==> config.mk <==
export PLATFORM = sky130hd
export DESIGN_NAME = dab_adc_backend
export DESIGN_NICKNAME = d
export VERILOG_FILES = /design/src/include/dab_pkg.sv /design/src/hw/dab_buf.sv /design/src/hw/dab_adc_backend.sv
export SDC_FILE = /design/constraint.sdc
export NUM_CORES = 1
export LEC_CHECK = 0
export ABC_CLOCK_PERIOD_IN_PS = 3030
export BUFFER_PORTS_ARGS = -buffer_cell sky130_fd_sc_hd__buf_2
export CAP_MARGIN = 20
export CORE_AREA = 2 2 148 150
export CTS_CLUSTER_SIZE = 14
export DETAILED_ROUTE_END_ITERATION = 6
export DIE_AREA = 0 0 150 152
export GPL_TIMING_DRIVEN = 0
export MAX_ROUTING_LAYER = met4
export PLACE_DENSITY = 0.74
export RECOVER_POWER = 100
export SYNTH_ARGS = -nofsm -noshare
export SYNTH_HDL_FRONTEND = slang
export SYNTH_HIERARCHICAL = 1
export SYNTH_SLANG_ARGS = --single-unit
==> constraint.sdc <==
create_clock -name i_clk -period 3.03 [get_ports i_clk]
set_input_delay 0.4545 -clock i_clk [delete_from_list [all_inputs] [get_ports i_clk]]
set_output_delay 0.4545 -clock i_clk [all_outputs]
set_load 0.02 [all_outputs]
==> src/include/dab_pkg.sv <==
// ****************************************************************
// dual pipelined converter back end: shared constants
// ****************************************************************
package dab_pkg;

  // ****************************************************************
  // widths and structure
  // ****************************************************************
  localparam int CHANNELS  = 2;
  localparam int CH_I      = 0;
  localparam int CH_Q      = 1;
  localparam int WORD_W    = 10;
  localparam int IN_W      = 12;
  localparam int RES_W     = 16;
  localparam int CODE_W    = 2;
  localparam int STAGES    = 8;
  localparam int PAIRS     = 4;
  localparam int PAIR_BITS = 4;
  localparam int CODES_W   = 16;
  localparam int ALIGNED_W = 18;
  localparam int BUF_W     = 20;

  // ****************************************************************
  // residue scale: full scale of +/-0.5 V maps to +/-RES_FULL
  // ****************************************************************
  localparam logic signed [RES_W-1:0] RES_FULL = 16'sh2000;
  localparam logic signed [RES_W-1:0] RES_HALF = 16'sh1000;
  localparam logic signed [RES_W-1:0] RES_QTR  = 16'sh0800;
  localparam logic signed [RES_W-1:0] RES_ZERO = 16'sh0000;

  // ****************************************************************
  // stage decision codes (one redundant level) and plain ninth-stage flash codes
  // ****************************************************************
  localparam logic [CODE_W-1:0] CODE_NEG = 2'h0;
  localparam logic [CODE_W-1:0] CODE_MID = 2'h1;
  localparam logic [CODE_W-1:0] CODE_POS = 2'h2;
  localparam logic [CODE_W-1:0] FLASH_0  = 2'h0;
  localparam logic [CODE_W-1:0] FLASH_1  = 2'h1;
  localparam logic [CODE_W-1:0] FLASH_2  = 2'h2;
  localparam logic [CODE_W-1:0] FLASH_3  = 2'h3;

  // ****************************************************************
  // output coding and correction arithmetic
  // ****************************************************************
  localparam logic [WORD_W-1:0] WORD_MIN   = 10'h000;
  localparam logic [WORD_W-1:0] WORD_MAX   = 10'h3ff;
  localparam int                WORD_TOP   = 1023;
  localparam int                WORD_BOT   = 0;
  // stage codes at mid level plus flash level two already sum to half
  // scale, so the overlapping add needs no further bias
  localparam int                CORR_BIAS  = 0;
  localparam int                MSB_WEIGHT = 8;

  // ****************************************************************
  // timing, in master clock cycles (10 MHz, 100 ns period)
  // ****************************************************************
  localparam int CLK_PERIOD_NS        = 100;
  localparam int LATENCY_CYCLES       = 6;
  localparam int INIT_INVALID_CYCLES  = 20;
  localparam int FILL_W               = 5;
  localparam logic [FILL_W-1:0] FILL_LAST = 5'h13;
  localparam logic [FILL_W-1:0] FILL_ZERO = 5'h00;
  localparam logic [FILL_W-1:0] FILL_ONE  = 5'h01;

  // ****************************************************************
  // start-up sequencing
  // ****************************************************************
  typedef enum logic [2:0] {
    ST_HOLD = 3'h1,
    ST_FILL = 3'h2,
    ST_RUN  = 3'h4
  } dab_fill_t;

endpackage

==> src/hw/dab_buf.sv <==
`timescale 1ns/1ps
// two-entry buffer: an output slot plus one spare slot, so a
// receiver stall of one cycle drops no word while the spare slot is empty; under a steady
// source the backlog then stays one word deep (one extra cycle)
module dab_buf #(
  parameter int W = 20
) (
  input  wire logic         i_clk,
  input  wire logic         i_rst_n,
  input  wire logic         i_valid,
  input  wire logic [W-1:0] i_data,
  output logic              o_ready,
  output logic              o_valid,
  output logic [W-1:0]      o_data,
  input  wire logic         i_ready
);

  logic         out_valid;
  logic [W-1:0] out_data;
  logic         spare_valid;
  logic [W-1:0] spare_data;
  logic         out_free;

  // out slot empties when empty or taken this cycle
  assign out_free = !out_valid || i_ready;
  // refuse only when both slots stay occupied through this edge
  assign o_ready  = !spare_valid || out_free;
  assign o_valid  = out_valid;
  assign o_data   = out_data;

  // output slot
  always_ff @(posedge i_clk) begin
    if (!i_rst_n) begin
      out_valid <= 1'b0;
      out_data  <= '0;
    end else if (out_free) begin
      if (spare_valid) begin
        out_valid <= 1'b1;
        out_data  <= spare_data;
      end else begin
        out_valid <= i_valid;
        if (i_valid) begin
          out_data <= i_data;
        end
      end
    end
  end

  // spare slot catches a word while the output is stalled
  always_ff @(posedge i_clk) begin
    if (!i_rst_n) begin
      spare_valid <= 1'b0;
      spare_data  <= '0;
    end else if (out_free) begin
      // spare moves up and refills at once, so a backlog keeps pace
      spare_valid <= spare_valid && i_valid;
      if (spare_valid && i_valid) begin
        spare_data <= i_data;
      end
    end else if (i_valid && !spare_valid) begin
      spare_valid <= 1'b1;
      spare_data  <= i_data;
    end
  end

endmodule

==> src/hw/dab_adc_backend.sv <==
`timescale 1ns/1ps
// How it works
// - two independent 10-bit channels, I and Q, run from the one master clock.
// - two non-overlapping phases come from the master clock; the sample is taken as the sampling phase ends.
// - each channel has eight identical two-bit stages followed by a two-bit flash ninth stage.
// - each stage runs half a cycle behind the one before, so neighbours alternate sampling and amplifying.
// - each of the eight stages delivers two bits, one of them redundant for later correction.
// - a delay line on the sampling clock aligns all stage codes of a sample with the ninth code as 18 bits.
// - correction uses the redundant bits of the 18-bit word to give one corrected 10-bit result per sample.
// - each channel presents a ten-bit parallel word, bit 9 most significant, bit 0 least.
// - the word for a sample appears after the sixth master clock following the sampling clock.
// - after that latency a new word for each successive sample follows every clock; a stall with both buffer slots full drops a word.
// - codes are offset binary, 1000000000 just above zero and 0111111111 just below.
// - near +0.5 V gives all ones, near -0.5 V all zeros, and codes rise monotonically between.
// - words in the first 20 cycles after start are invalid and the receiver drops them.
module dab_adc_backend (
  input  wire logic                       i_clk,
  input  wire logic                       i_rstn,
  input  wire logic [dab_pkg::IN_W-1:0]   i_diff_input_pos_i,
  input  wire logic [dab_pkg::IN_W-1:0]   i_diff_input_neg_i,
  input  wire logic [dab_pkg::IN_W-1:0]   i_diff_input_pos_q,
  input  wire logic [dab_pkg::IN_W-1:0]   i_diff_input_neg_q,
  input  wire logic                       i_ready,
  output logic [dab_pkg::WORD_W-1:0]      o_sample_word_i,
  output logic [dab_pkg::WORD_W-1:0]      o_sample_word_q,
  output logic                            o_valid,
  output logic                            o_overrun
);

  // ****************************************************************
  // functions
  // ****************************************************************

  // differential input scaled into the residue range
  function automatic logic signed [dab_pkg::RES_W-1:0] to_residue(
    input logic [dab_pkg::IN_W-1:0] pos,
    input logic [dab_pkg::IN_W-1:0] neg
  );
    logic signed [dab_pkg::RES_W-1:0] p;
    logic signed [dab_pkg::RES_W-1:0] n;
    p = {{(dab_pkg::RES_W-dab_pkg::IN_W){1'b0}}, pos};
    n = {{(dab_pkg::RES_W-dab_pkg::IN_W){1'b0}}, neg};
    to_residue = (p - n) <<< 1;
  endfunction

  // two-bit stage decision with one redundant level
  function automatic logic [dab_pkg::CODE_W-1:0] stage_code(
    input logic signed [dab_pkg::RES_W-1:0] v
  );
    if (v > dab_pkg::RES_QTR) begin
      stage_code = dab_pkg::CODE_POS;
    end else if (v < -dab_pkg::RES_QTR) begin
      stage_code = dab_pkg::CODE_NEG;
    end else begin
      stage_code = dab_pkg::CODE_MID;
    end
  endfunction

  // gain-of-two residue after subtracting the stage decision
  function automatic logic signed [dab_pkg::RES_W-1:0] stage_residue(
    input logic signed [dab_pkg::RES_W-1:0] v,
    input logic [dab_pkg::CODE_W-1:0]       code
  );
    logic signed [dab_pkg::RES_W-1:0] dbl;
    dbl = v <<< 1;
    case (code)
      dab_pkg::CODE_POS: stage_residue = dbl - dab_pkg::RES_FULL;
      dab_pkg::CODE_NEG: stage_residue = dbl + dab_pkg::RES_FULL;
      default:           stage_residue = dbl;
    endcase
  endfunction

  // ninth stage: plain two-bit flash, no redundancy
  function automatic logic [dab_pkg::CODE_W-1:0] flash_code(
    input logic signed [dab_pkg::RES_W-1:0] v
  );
    if (v >= dab_pkg::RES_HALF) begin
      flash_code = dab_pkg::FLASH_3;
    end else if (v >= dab_pkg::RES_ZERO) begin
      flash_code = dab_pkg::FLASH_2;
    end else if (v >= -dab_pkg::RES_HALF) begin
      flash_code = dab_pkg::FLASH_1;
    end else begin
      flash_code = dab_pkg::FLASH_0;
    end
  endfunction

  // overlapping add of the aligned codes; the overlap absorbs
  // any stage decision error within a quarter of full scale
  function automatic logic [dab_pkg::WORD_W-1:0] correct(
    input logic [dab_pkg::ALIGNED_W-1:0] aligned
  );
    int acc;
    acc = int'(aligned[dab_pkg::CODES_W +: dab_pkg::CODE_W]) - dab_pkg::CORR_BIAS;
    for (int k = 0; k < dab_pkg::STAGES; k++) begin
      acc = acc + (int'(aligned[k*dab_pkg::CODE_W +: dab_pkg::CODE_W]) << (dab_pkg::MSB_WEIGHT - k));
    end
    // clamp keeps the extremes at all zeros and all ones
    if (acc < dab_pkg::WORD_BOT) begin
      correct = dab_pkg::WORD_MIN;
    end else if (acc > dab_pkg::WORD_TOP) begin
      correct = dab_pkg::WORD_MAX;
    end else begin
      correct = acc[dab_pkg::WORD_W-1:0];
    end
  endfunction

  // ****************************************************************
  // declarations
  // ****************************************************************
  logic                                rst_meta;
  logic                                rst_n;
  dab_pkg::dab_fill_t                  fill_state;
  dab_pkg::dab_fill_t                  next_fill_state;
  logic [dab_pkg::FILL_W-1:0]          fill_count;
  logic [dab_pkg::IN_W-1:0]            in_pos   [dab_pkg::CHANNELS];
  logic [dab_pkg::IN_W-1:0]            in_neg   [dab_pkg::CHANNELS];
  logic signed [dab_pkg::RES_W-1:0]    held     [dab_pkg::CHANNELS];
  logic signed [dab_pkg::RES_W-1:0]    residue  [dab_pkg::CHANNELS][dab_pkg::PAIRS];
  logic signed [dab_pkg::RES_W-1:0]    next_residue [dab_pkg::CHANNELS][dab_pkg::PAIRS];
  logic [dab_pkg::CODES_W-1:0]         dly      [dab_pkg::CHANNELS][dab_pkg::PAIRS];
  logic [dab_pkg::CODES_W-1:0]         next_dly [dab_pkg::CHANNELS][dab_pkg::PAIRS];
  logic [dab_pkg::ALIGNED_W-1:0]       aligned  [dab_pkg::CHANNELS];
  logic [dab_pkg::WORD_W-1:0]          corr     [dab_pkg::CHANNELS];
  logic                                corr_valid;
  logic                                buf_ready;
  logic                                buf_valid;
  logic [dab_pkg::BUF_W-1:0]           buf_data;

  // ****************************************************************
  // reset release
  // ****************************************************************

  // two flops so the release never lands mid-cycle on the pipeline
  always_ff @(posedge i_clk or negedge i_rstn) begin
    if (!i_rstn) begin
      rst_meta <= 1'b0;
      rst_n    <= 1'b0;
    end else begin
      rst_meta <= 1'b1;
      rst_n    <= rst_meta;
    end
  end

  // ****************************************************************
  // input mapping
  // ****************************************************************

  assign in_pos[dab_pkg::CH_I] = i_diff_input_pos_i;
  assign in_neg[dab_pkg::CH_I] = i_diff_input_neg_i;
  assign in_pos[dab_pkg::CH_Q] = i_diff_input_pos_q;
  assign in_neg[dab_pkg::CH_Q] = i_diff_input_neg_q;

  // ****************************************************************
  // sample and hold
  // ****************************************************************

  // capture at phase end
  // the rising master edge stands for the end of the sampling phase;
  // the hold phase is the following clock high time
  always_ff @(posedge i_clk) begin
    if (!rst_n) begin
      for (int ch = 0; ch < dab_pkg::CHANNELS; ch++) begin
        held[ch] <= dab_pkg::RES_ZERO;
      end
    end else begin
      for (int ch = 0; ch < dab_pkg::CHANNELS; ch++) begin
        held[ch] <= to_residue(in_pos[ch], in_neg[ch]);
      end
    end
  end

  // ****************************************************************
  // stage pipeline
  // ****************************************************************

  // alternate stage phases
  // stages go in pairs: the odd stage amplifies in one phase and
  // the even stage in the other, so one pair settles per master
  // cycle; this is why the whole chain fits in four registers
  always_comb begin
    logic signed [dab_pkg::RES_W-1:0] src;
    logic signed [dab_pkg::RES_W-1:0] mid;
    logic [dab_pkg::CODE_W-1:0]       c_odd;
    logic [dab_pkg::CODE_W-1:0]       c_even;
    logic [dab_pkg::CODES_W-1:0]      base;
    src    = dab_pkg::RES_ZERO;
    mid    = dab_pkg::RES_ZERO;
    c_odd  = dab_pkg::CODE_MID;
    c_even = dab_pkg::CODE_MID;
    base   = '0;
    for (int ch = 0; ch < dab_pkg::CHANNELS; ch++) begin
      for (int p = 0; p < dab_pkg::PAIRS; p++) begin
        if (p == 0) begin
          src  = held[ch];
          base = '0;
        end else begin
          src  = residue[ch][p-1];
          base = dly[ch][p-1];
        end
        c_odd  = stage_code(src);
        mid    = stage_residue(src, c_odd);
        c_even = stage_code(mid);
        base[p*dab_pkg::PAIR_BITS +: dab_pkg::CODE_W] = c_odd;
        base[p*dab_pkg::PAIR_BITS+dab_pkg::CODE_W +: dab_pkg::CODE_W] = c_even;
        next_residue[ch][p] = stage_residue(mid, c_even);
        next_dly[ch][p]     = base;
      end
    end
  end

  // code delay line
  // earlier codes ride along with later residues, so every code of
  // one sample meets the ninth code in the same cycle
  always_ff @(posedge i_clk) begin
    if (!rst_n) begin
      for (int ch = 0; ch < dab_pkg::CHANNELS; ch++) begin
        for (int p = 0; p < dab_pkg::PAIRS; p++) begin
          residue[ch][p] <= dab_pkg::RES_ZERO;
          dly[ch][p]     <= '0;
        end
      end
    end else begin
      for (int ch = 0; ch < dab_pkg::CHANNELS; ch++) begin
        for (int p = 0; p < dab_pkg::PAIRS; p++) begin
          residue[ch][p] <= next_residue[ch][p];
          dly[ch][p]     <= next_dly[ch][p];
        end
      end
    end
  end

  always_comb begin
    for (int ch = 0; ch < dab_pkg::CHANNELS; ch++) begin
      aligned[ch] = {flash_code(residue[ch][dab_pkg::PAIRS-1]), dly[ch][dab_pkg::PAIRS-1]};
    end
  end

  // ****************************************************************
  // error correction
  // ****************************************************************

  always_ff @(posedge i_clk) begin
    if (!rst_n) begin
      for (int ch = 0; ch < dab_pkg::CHANNELS; ch++) begin
        corr[ch] <= dab_pkg::WORD_MIN;
      end
    end else begin
      for (int ch = 0; ch < dab_pkg::CHANNELS; ch++) begin
        corr[ch] <= correct(aligned[ch]);
      end
    end
  end

  always_ff @(posedge i_clk) begin
    if (!rst_n) begin
      corr_valid <= 1'b0;
    end else begin
      corr_valid <= (fill_state == dab_pkg::ST_RUN);
    end
  end

  // ****************************************************************
  // start-up sequencing
  // ****************************************************************

  // hold off start-up words
  // twenty cycles covers the six-cycle refill as well, so one
  // counter serves both power-up and reset
  always_comb begin
    case (fill_state)
      dab_pkg::ST_HOLD: next_fill_state = dab_pkg::ST_FILL;
      dab_pkg::ST_FILL: begin
        if (fill_count == dab_pkg::FILL_LAST) begin
          next_fill_state = dab_pkg::ST_RUN;
        end else begin
          next_fill_state = dab_pkg::ST_FILL;
        end
      end
      dab_pkg::ST_RUN:  next_fill_state = dab_pkg::ST_RUN;
      default:          next_fill_state = dab_pkg::ST_HOLD;
    endcase
  end

  // fill state register
  always_ff @(posedge i_clk) begin
    if (!rst_n) begin
      fill_state <= dab_pkg::ST_HOLD;
    end else begin
      fill_state <= next_fill_state;
    end
  end

  // fill counter, frozen once running
  always_ff @(posedge i_clk) begin
    if (!rst_n) begin
      fill_count <= dab_pkg::FILL_ZERO;
    end else if (fill_state == dab_pkg::ST_FILL) begin
      fill_count <= fill_count + dab_pkg::FILL_ONE;
    end
  end

  // ****************************************************************
  // output buffer
  // ****************************************************************

  // one word per clock
  // the buffer's output slot is the sixth register after sampling
  dab_buf #(
    .W (dab_pkg::BUF_W)
  ) u_buf (
    .i_clk   (i_clk),
    .i_rst_n (rst_n),
    .i_valid (corr_valid),
    .i_data  ({corr[dab_pkg::CH_I], corr[dab_pkg::CH_Q]}),
    .o_ready (buf_ready),
    .o_valid (buf_valid),
    .o_data  (buf_data),
    .i_ready (i_ready)
  );

  // the converter cannot pause its input, so a word refused by a
  // full buffer is lost; flag it rather than hide it
  always_ff @(posedge i_clk) begin
    if (!rst_n) begin
      o_overrun <= 1'b0;
    end else begin
      o_overrun <= corr_valid && !buf_ready;
    end
  end

  assign o_sample_word_i = buf_data[dab_pkg::WORD_W +: dab_pkg::WORD_W];
  assign o_sample_word_q = buf_data[0 +: dab_pkg::WORD_W];
  assign o_valid         = buf_valid;

endmodule

==> impl_metrics.env, run 1 <==
export IMPL_fin_crit_sh_pct=97.44
export IMPL_synth_flop_cell="dfxtp_1"
export IMPL_end_kind="flop"
export IMPL_vdd_ir_drop_max_mv=0.3552
export IMPL_wl_per_cell_um=13.68
export IMPL_synth_common_cells="dfxtp_1, and2_1, nand2_1"
export IMPL_worst_pin_slew_ns=0.9373
export IMPL_power_leakage_nw=5.542
export IMPL_yosys_area_top_type="dfxtp_1"
export IMPL_die_area_um2=22800
export IMPL_antenna_found_initial=0
export IMPL_stdcell_count=1639
export IMPL_vias=8707
export IMPL_intPower_mw=7.064
export IMPL_start_util_pct=54.00
export IMPL_synthTopCellsByArea="dfxtp_1, and2_1, ha_1"
export IMPL_finClkSkew_ns=0.01033
export IMPL_io_pins=73
export IMPL_ff2ff_path_depth=12
export IMPL_gp_congestion=0.9065
export IMPL_syn_num_nets=1353
export IMPL_dr_first_iter_drc_count=351
export IMPL_dp_hpwl_mm=16.16
export IMPL_final_setup_viol_count=0
export IMPL_worstReg2RegEnd="residue[1][15]"
export IMPL_core_area_um2=21350
export IMPL_row_count=54
export IMPL_yosys_cell_types_count=82
export IMPL_synth_edf_count=0
export IMPL_yosysMostFrequentCell="dfxtp_1"
export IMPL_antenna_cells=0
export IMPL_dp_slack_ns=-0.2416
export IMPL_drtPass1Iterations=5
export IMPL_die_w_um=150
export IMPL_grt_pass1_vias=8335
export IMPL_pwr_share_clk_pct=31.1
export IMPL_maxCapViolations=0
export IMPL_net_switching_power_mw=3.033
export IMPL_grt_max_degree=15
export IMPL_arrival_ns=3.35
export IMPL_ctsLongestPathBuffers=3
export IMPL_power_switching_share_pct=30.04
export IMPL_power_frac_comb_pct=28.3
export IMPL_routed_wirelength_mm=22.42
export IMPL_dp_cells=1593
export IMPL_setup_slack_ns=0.07750
export IMPL_drc=0
export IMPL_rrSetupSlack_ns=0.08
export IMPL_track_usage_pct=20.21
export IMPL_setup_tns_ns=0
export IMPL_register_area_um2=5117
export IMPL_layout_drive_gt1_share_pct=11.04
export IMPL_worstSetupStartpointType="flop"
export IMPL_cp_slowest_stage_delay_ns=0.57
export IMPL_htreeDepth=1
export IMPL_nNetsFinal=1454
export IMPL_ys_ff_latch=254
export IMPL_path_cells="clkbuf_4 -> nand4_1 -> and2_4 -> fa_2 -> a21oi_1 -> a21oi_4 -> or3_4 -> nand2_1 -> fa_1 -> a311oi_2 -> a31oi_1 -> mux2i_1"
export IMPL_ys_seq_area_share_pct=44.19
export IMPL_synthesis_area_um2=11530
export IMPL_p_per_area_nw_per_um2=764.8
export IMPL_status="completed"
export IMPL_r2r_start="residue[1][27]"
export IMPL_slew_headroom_pct=35.90
export IMPL_async_flop_share_pct=0.7874
export IMPL_endpoint="residue[1][15]"
export IMPL_multi_input_area_um2=6037
export IMPL_crit_type="flop to flop"
export IMPL_synth_cells=1241
export IMPL_fillerInstances=1856
export IMPL_seqPwrFrac_pct=40.6
export IMPL_finalPower_mw=10.10
export IMPL_via_per_inst=5.312
export IMPL_synth_top_area_share_pct=43.76
export IMPL_cts_clk_slew_worst_paths_ns=0.06
export IMPL_grt_overflow_total=0
export IMPL_area_growth_pct=14.51
export IMPL_worstPathMaxFanout=8
export IMPL_max_freq_mhz=338.7
export IMPL_drv_slew=0
export IMPL_rsz0062_at_grt="yes"
export IMPL_crit_slowest_cell="fa_2"
export IMPL_hold_viol=0
export IMPL_yosysWarnings=6
export IMPL_die_h_um=152
export IMPL_portBuffers=72
export IMPL_cts_inserted_buffers=25
export IMPL_syn_avg_cell_area_um2=9.290
export IMPL_ant_nets=0
export IMPL_cts_num_sinks=254
export IMPL_grt_pass1_wl_mm=37.62
export IMPL_cp_required_ns=3.43
export IMPL_critPathLaunch="residue[1][27]"
export IMPL_cts_tree="built"
export IMPL_fin_crit_ns=2.953
export IMPL_placed_area_um2=12240
export IMPL_hold_class="input port to flop"
export IMPL_insertion_delay_ns=0.51
export IMPL_fin_area_um2=13200
export IMPL_cts_root_buf="clkbuf_16"
## flip-flops by register name, summed over array words and instances, names as in the netlist, 3 cells and up
name              flops
corr                 20
dly                  80
fill_state            3
u_buf/o_data         20
fill_count            5
held                 26
residue              74
u_buf/spare_data     20
## logic make-up after synthesis
group	count (synthesis)	share of synthesized area, %
flip-flops	254	44.19
multiplexers	53	4.634
adder cells (fa/ha/maj)	62	7.879
buffers and inverters	123	4.287
XOR/XNOR	24	1.823
AND/OR/NAND/NOR	465	21.08
other	1	0.03253
AO/OA/AOI/OAI	259	16.07
## stage by stage
step	hold WS [ns]	util [%]
finish	0.1966	61.83
global route	0.2068	61.83
CTS	0.1836	61.47
detailed placement	0.2510	57.33
global placement	0.2535	57.33
floorplan	0.1589	-
## layout by cell type (no fill, tap or decap), types with 5 or more instances in the layout
cell type,netlist,layout
clkbuf_1,42,70
o211a_1,24,24
nand3_1,48,48
dfxtp_2,0,6
a21o_1,9,9
nand4_1,10,10
and2_1,100,49
a211oi_1,15,15
nor2b_1,16,16
o21a_1,42,42
mux2i_1,50,50
inv_1,68,68
buf_2,2,49
fa_1,18,16
a31oi_1,7,7
buf_4,2,6
o211ai_1,9,9
or2_2,5,5
xor2_1,9,9
xnor2_1,15,15
or3_1,9,8
clkinv_2,0,6
o21bai_1,5,5
nor2_1,80,80
o21ai_0,31,33
and2_0,0,50
and3_1,10,8
nor3_1,39,39
nand2_1,94,94
nor4_1,9,9
nand2b_1,16,16
clkbuf_16,0,25
dfxtp_1,252,242
ha_1,43,43
a21boi_0,5,5
a21oi_1,60,57
## area by class of cell
class | instances | share of cell area (%)
Sequential cell | 254 | 38.76
Clock inverter | 12 | 1.251
Timing Repair Buffer | 79 | 2.919
Buffer | 50 | 1.583
Multi-Input combinational cell | 864 | 45.73
Clock buffer | 32 | 5.165
Tap cell | 280 | 2.654
Inverter | 68 | 1.933
## worst max-delay path: cells and delay by family, from the launching register on
family | cells | cell delay (ns)
flops | 1 | 0.36
mux | 1 | 0.14
simple gates | 4 | 0.55
compound gates | 4 | 0.60
fa+ha+maj | 2 | 0.98
buf+inv | 1 | 0.19
## worst min-delay path by stage
stage                     startpoint          to  depth (start not counted)
6_report       i_diff_input_neg_i[0]  held[0][0]                          3
5_1_grt        i_diff_input_neg_i[0]  held[0][0]                          3
4_1_cts        i_diff_input_neg_i[0]  held[0][0]                          3
3_3_place_gp                  i_rstn       rst_n                          1
2_1_floorplan                 i_rstn    rst_meta                          0
3_5_place_dp                  i_rstn       rst_n                          1
## timing repair
item | in CTS | in global routing
endpoints found under the hold margin | 2 | 0
pin swaps | 0 | 6
hold buffers | 1 | 0
endpoints found under the setup margin | 5 | 12
setup buffers | 0 | 6
gates resized for setup | 9 | 31
## power groups by stage
stage / Clock [mW] / Combinational (mW) / Sequential [mW]
after floorplan: 0 / 2.18 / 4.05
after global placement: 0 / 2.61 / 4.11
after detailed placement: 0 / 2.66 / 4.13
after CTS: 3.21 / 2.72 / 4.06
after global routing: 3.37 / 3.24 / 4.16
final: 3.14 / 2.85 / 4.10
## routing by layer
layer | part of all wire (%) | global-route usage, %
met5 | 0 | -
met4 | 1.6 | 4.897
met3 | 4.7 | 3.363
met2 | 48 | 34.31
met1 | 46 | 25.04
Power figures use the tool's default switching activity.
==> run 2: changes to the inputs <==
--- a/config.mk
+++ b/config.mk
@@ -16,6 +16,7 @@
 export MAX_ROUTING_LAYER = met4
 export PLACE_DENSITY = 0.74
 export RECOVER_POWER = 100
+export REMOVE_ABC_BUFFERS = 1
 export SYNTH_ARGS = -nofsm -noshare
 export SYNTH_HDL_FRONTEND = slang
 export SYNTH_HIERARCHICAL = 1
==> run 2 against run 1 <==
Effect of this change:
- the flow now finishes with violations (max-capacitance violations, max-slew violations)
- clock-buffer cell count is 7 higher
- maximum frequency is 1.0% higher
- worst setup slack better by 0.030 ns
- die area stayed put
- sequential power hardly changed
- flip-flop and latch count stayed put
- hold slack better by 0.020 ns
==> impl_metrics.env, run 2 (synthesis results as in run 1) <==
export IMPL_finalPower_mw=10.02
export IMPL_top_register="dly"
export IMPL_htreeDepth=1
export IMPL_final_common_cell="dfxtp_1"
export IMPL_largest_register_ffs=80
export IMPL_antenna_found_initial=0
export IMPL_vias=8399
export IMPL_status="finished with violations"
export IMPL_insertion_delay_ns=0.50
export IMPL_start_util_pct=54.00
export IMPL_cts_tree="built"
export IMPL_register_area_um2=5121
export IMPL_power_leakage_nw=5.581
export IMPL_grt_pass1_wl_mm=32.88
export IMPL_end_kind="flop"
export IMPL_io_pins=73
export IMPL_dr_first_iter_drc_count=325
export IMPL_finClkSkew_ns=0.007040
export IMPL_worstReg2RegEnd="residue[1][31]"
export IMPL_via_per_inst=5.272
export IMPL_grt_max_degree=83
export IMPL_cts_root_buf="clkbuf_16"
export IMPL_cts_num_sinks=254
export IMPL_layout_drive_gt1_share_pct=10.97
export IMPL_final_setup_viol_count=0
export IMPL_portBuffers=72
export IMPL_wl_per_cell_um=11.77
export IMPL_row_count=54
export IMPL_holdPathEnd="held[0][15]"
export IMPL_fillerInstances=1834
export IMPL_vdd_ir_drop_max_mv=0.3303
export IMPL_cp_slowest_stage_delay_ns=0.40
export IMPL_path_cells="nand3_1 -> o21a_1 -> fa_1 -> a211o_1 -> a32oi_4 -> nand2_1 -> fa_1 -> or3b_1 -> and3_4 -> nor3_2"
export IMPL_crit_slowest_cell="or3b_1"
export IMPL_multi_input_area_um2=5987
export IMPL_r2r_start="residue[1][43]"
export IMPL_drc=0
export IMPL_grt_overflow_total=0
export IMPL_track_usage_pct=16.92
export IMPL_antenna_cells=0
export IMPL_cts_clk_slew_worst_paths_ns=0.06
export IMPL_core_area_um2=21350
export IMPL_arrival_ns=3.35
export IMPL_dp_hpwl_mm=12.86
export IMPL_slew_headroom_pct=-16.92
export IMPL_fin_crit_sh_pct=96.45
export IMPL_cp_required_ns=3.46
export IMPL_routed_wirelength_mm=18.76
export IMPL_rrSetupSlack_ns=0.11
export IMPL_cts_inserted_buffers=25
export IMPL_top_regs="dly: 80 flops, residue: 74 flops, held: 26 flops"
export IMPL_rsz0062_at_grt="yes"
export IMPL_gp_congestion=0.8666
export IMPL_worstSetupStartpointType="flop"
export IMPL_p_per_area_nw_per_um2=763.7
export IMPL_ctsLongestPathBuffers=3
export IMPL_hold_class="input port to flop"
export IMPL_crit_type="flop to flop"
export IMPL_max_freq_mhz=342.2
export IMPL_area_growth_pct=13.86
export IMPL_drv_slew=8
export IMPL_violations="max-capacitance violations, max-slew violations"
export IMPL_crit_path_frequent_cell="fa_1"
export IMPL_dp_cells=1543
export IMPL_fin_crit_ns=2.922
export IMPL_drtPass1Iterations=4
export IMPL_grt_pass1_vias=7694
export IMPL_hold_viol=0
export IMPL_hold_start="i_diff_input_neg_q[0]"
export IMPL_die_area_um2=22800
export IMPL_die_w_um=150
export IMPL_ff2ff_path_depth=10
export IMPL_die_h_um=152
export IMPL_worst_pin_slew_ns=1.735
export IMPL_hold_depth=3
export IMPL_ant_nets=0
export IMPL_final_util_pct=61.48
export IMPL_stdcell_count=1593
export IMPL_layout_common_cells="dfxtp_1, nand2_1, and2_1"
export IMPL_nNetsFinal=1408
export IMPL_maxCapViolations=1
export IMPL_worstPathMaxFanout=6
## run 2: layout make-up
type / instances / area share, %
well taps: 280 / 2.669
repair buffers: 83 / 3.880
clock buffers: 39 / 5.929
multi-input cells: 864 / 45.61
inverters: 68 / 1.945
clock inverters: 5 / 0.9532
flip-flops and latches: 254 / 39.01
## run 2: layer usage
| layer | track usage, % | share of wire (%) | vias to the layer above |
|---|---|---|---|
| li1 | - | - | 4443 |
| met1 | 21.68 | 49 | 3800 |
| met2 | 28.31 | 46 | 130 |
| met3 | 2.312 | 3.9 | 26 |
| met4 | 3.998 | 1.6 | 0 |
| met5 | - | 0 | - |
## run 2: through the flow
| step | instance area, um2 | setup WS (ns) | hold WS, ns | setup TNS (ns) |
|---|---|---|---|---|
| after CTS | 13070 | 0.007929 | 0.1992 | 0 |
| after global placement | 12000 | -6.106 | 0.2396 | -714.17 |
| final | 13130 | 0.1076 | 0.2168 | 0 |
| after detailed placement | 12140 | -0.1639 | 0.2406 | -0.2965 |
| after floorplan | 11290 | -2.538 | 0.1589 | -196.28 |
| after global routing | 13130 | -0.06407 | 0.2173 | -0.1110 |
## run 2: timing repair
action | CTS | global route
endpoints found under the hold margin | 2 | 0
gates resized for setup | 6 | 22
hold buffers | 1 | 0
setup buffers | 0 | 5
endpoints found under the setup margin | 4 | 11
pin swaps | 0 | 1
## run 2: worst max path at each step
stage	cells past startpoint	start	to	slack (ns)
finish	10	residue[1][43]	residue[1][31]	0.11
global route	10	residue[0][44]	residue[0][31]	-0.06
CTS	10	residue[1][43]	residue[1][31]	0.008
detailed placement	10	residue[1][43]	residue[1][31]	-0.16
global placement	2	rst_n	corr[0][18]	-6.11
floorplan	3	rst_n	held[0][11]	-2.54
## run 2: critical path: cells and delay by family (launching register included)
kind / cells / cell delay, ns
compound gates: 3 / 0.76
fa+ha+maj: 2 / 0.76
flops: 1 / 0.38
simple gates: 5 / 0.95
## run 2: report_power, final
group | switching [mW] | internal, mW
clock network | 1.18 | 2.09
logic | 1.35 | 1.29
registers | 0.313 | 3.80
total | 2.85 | 7.18
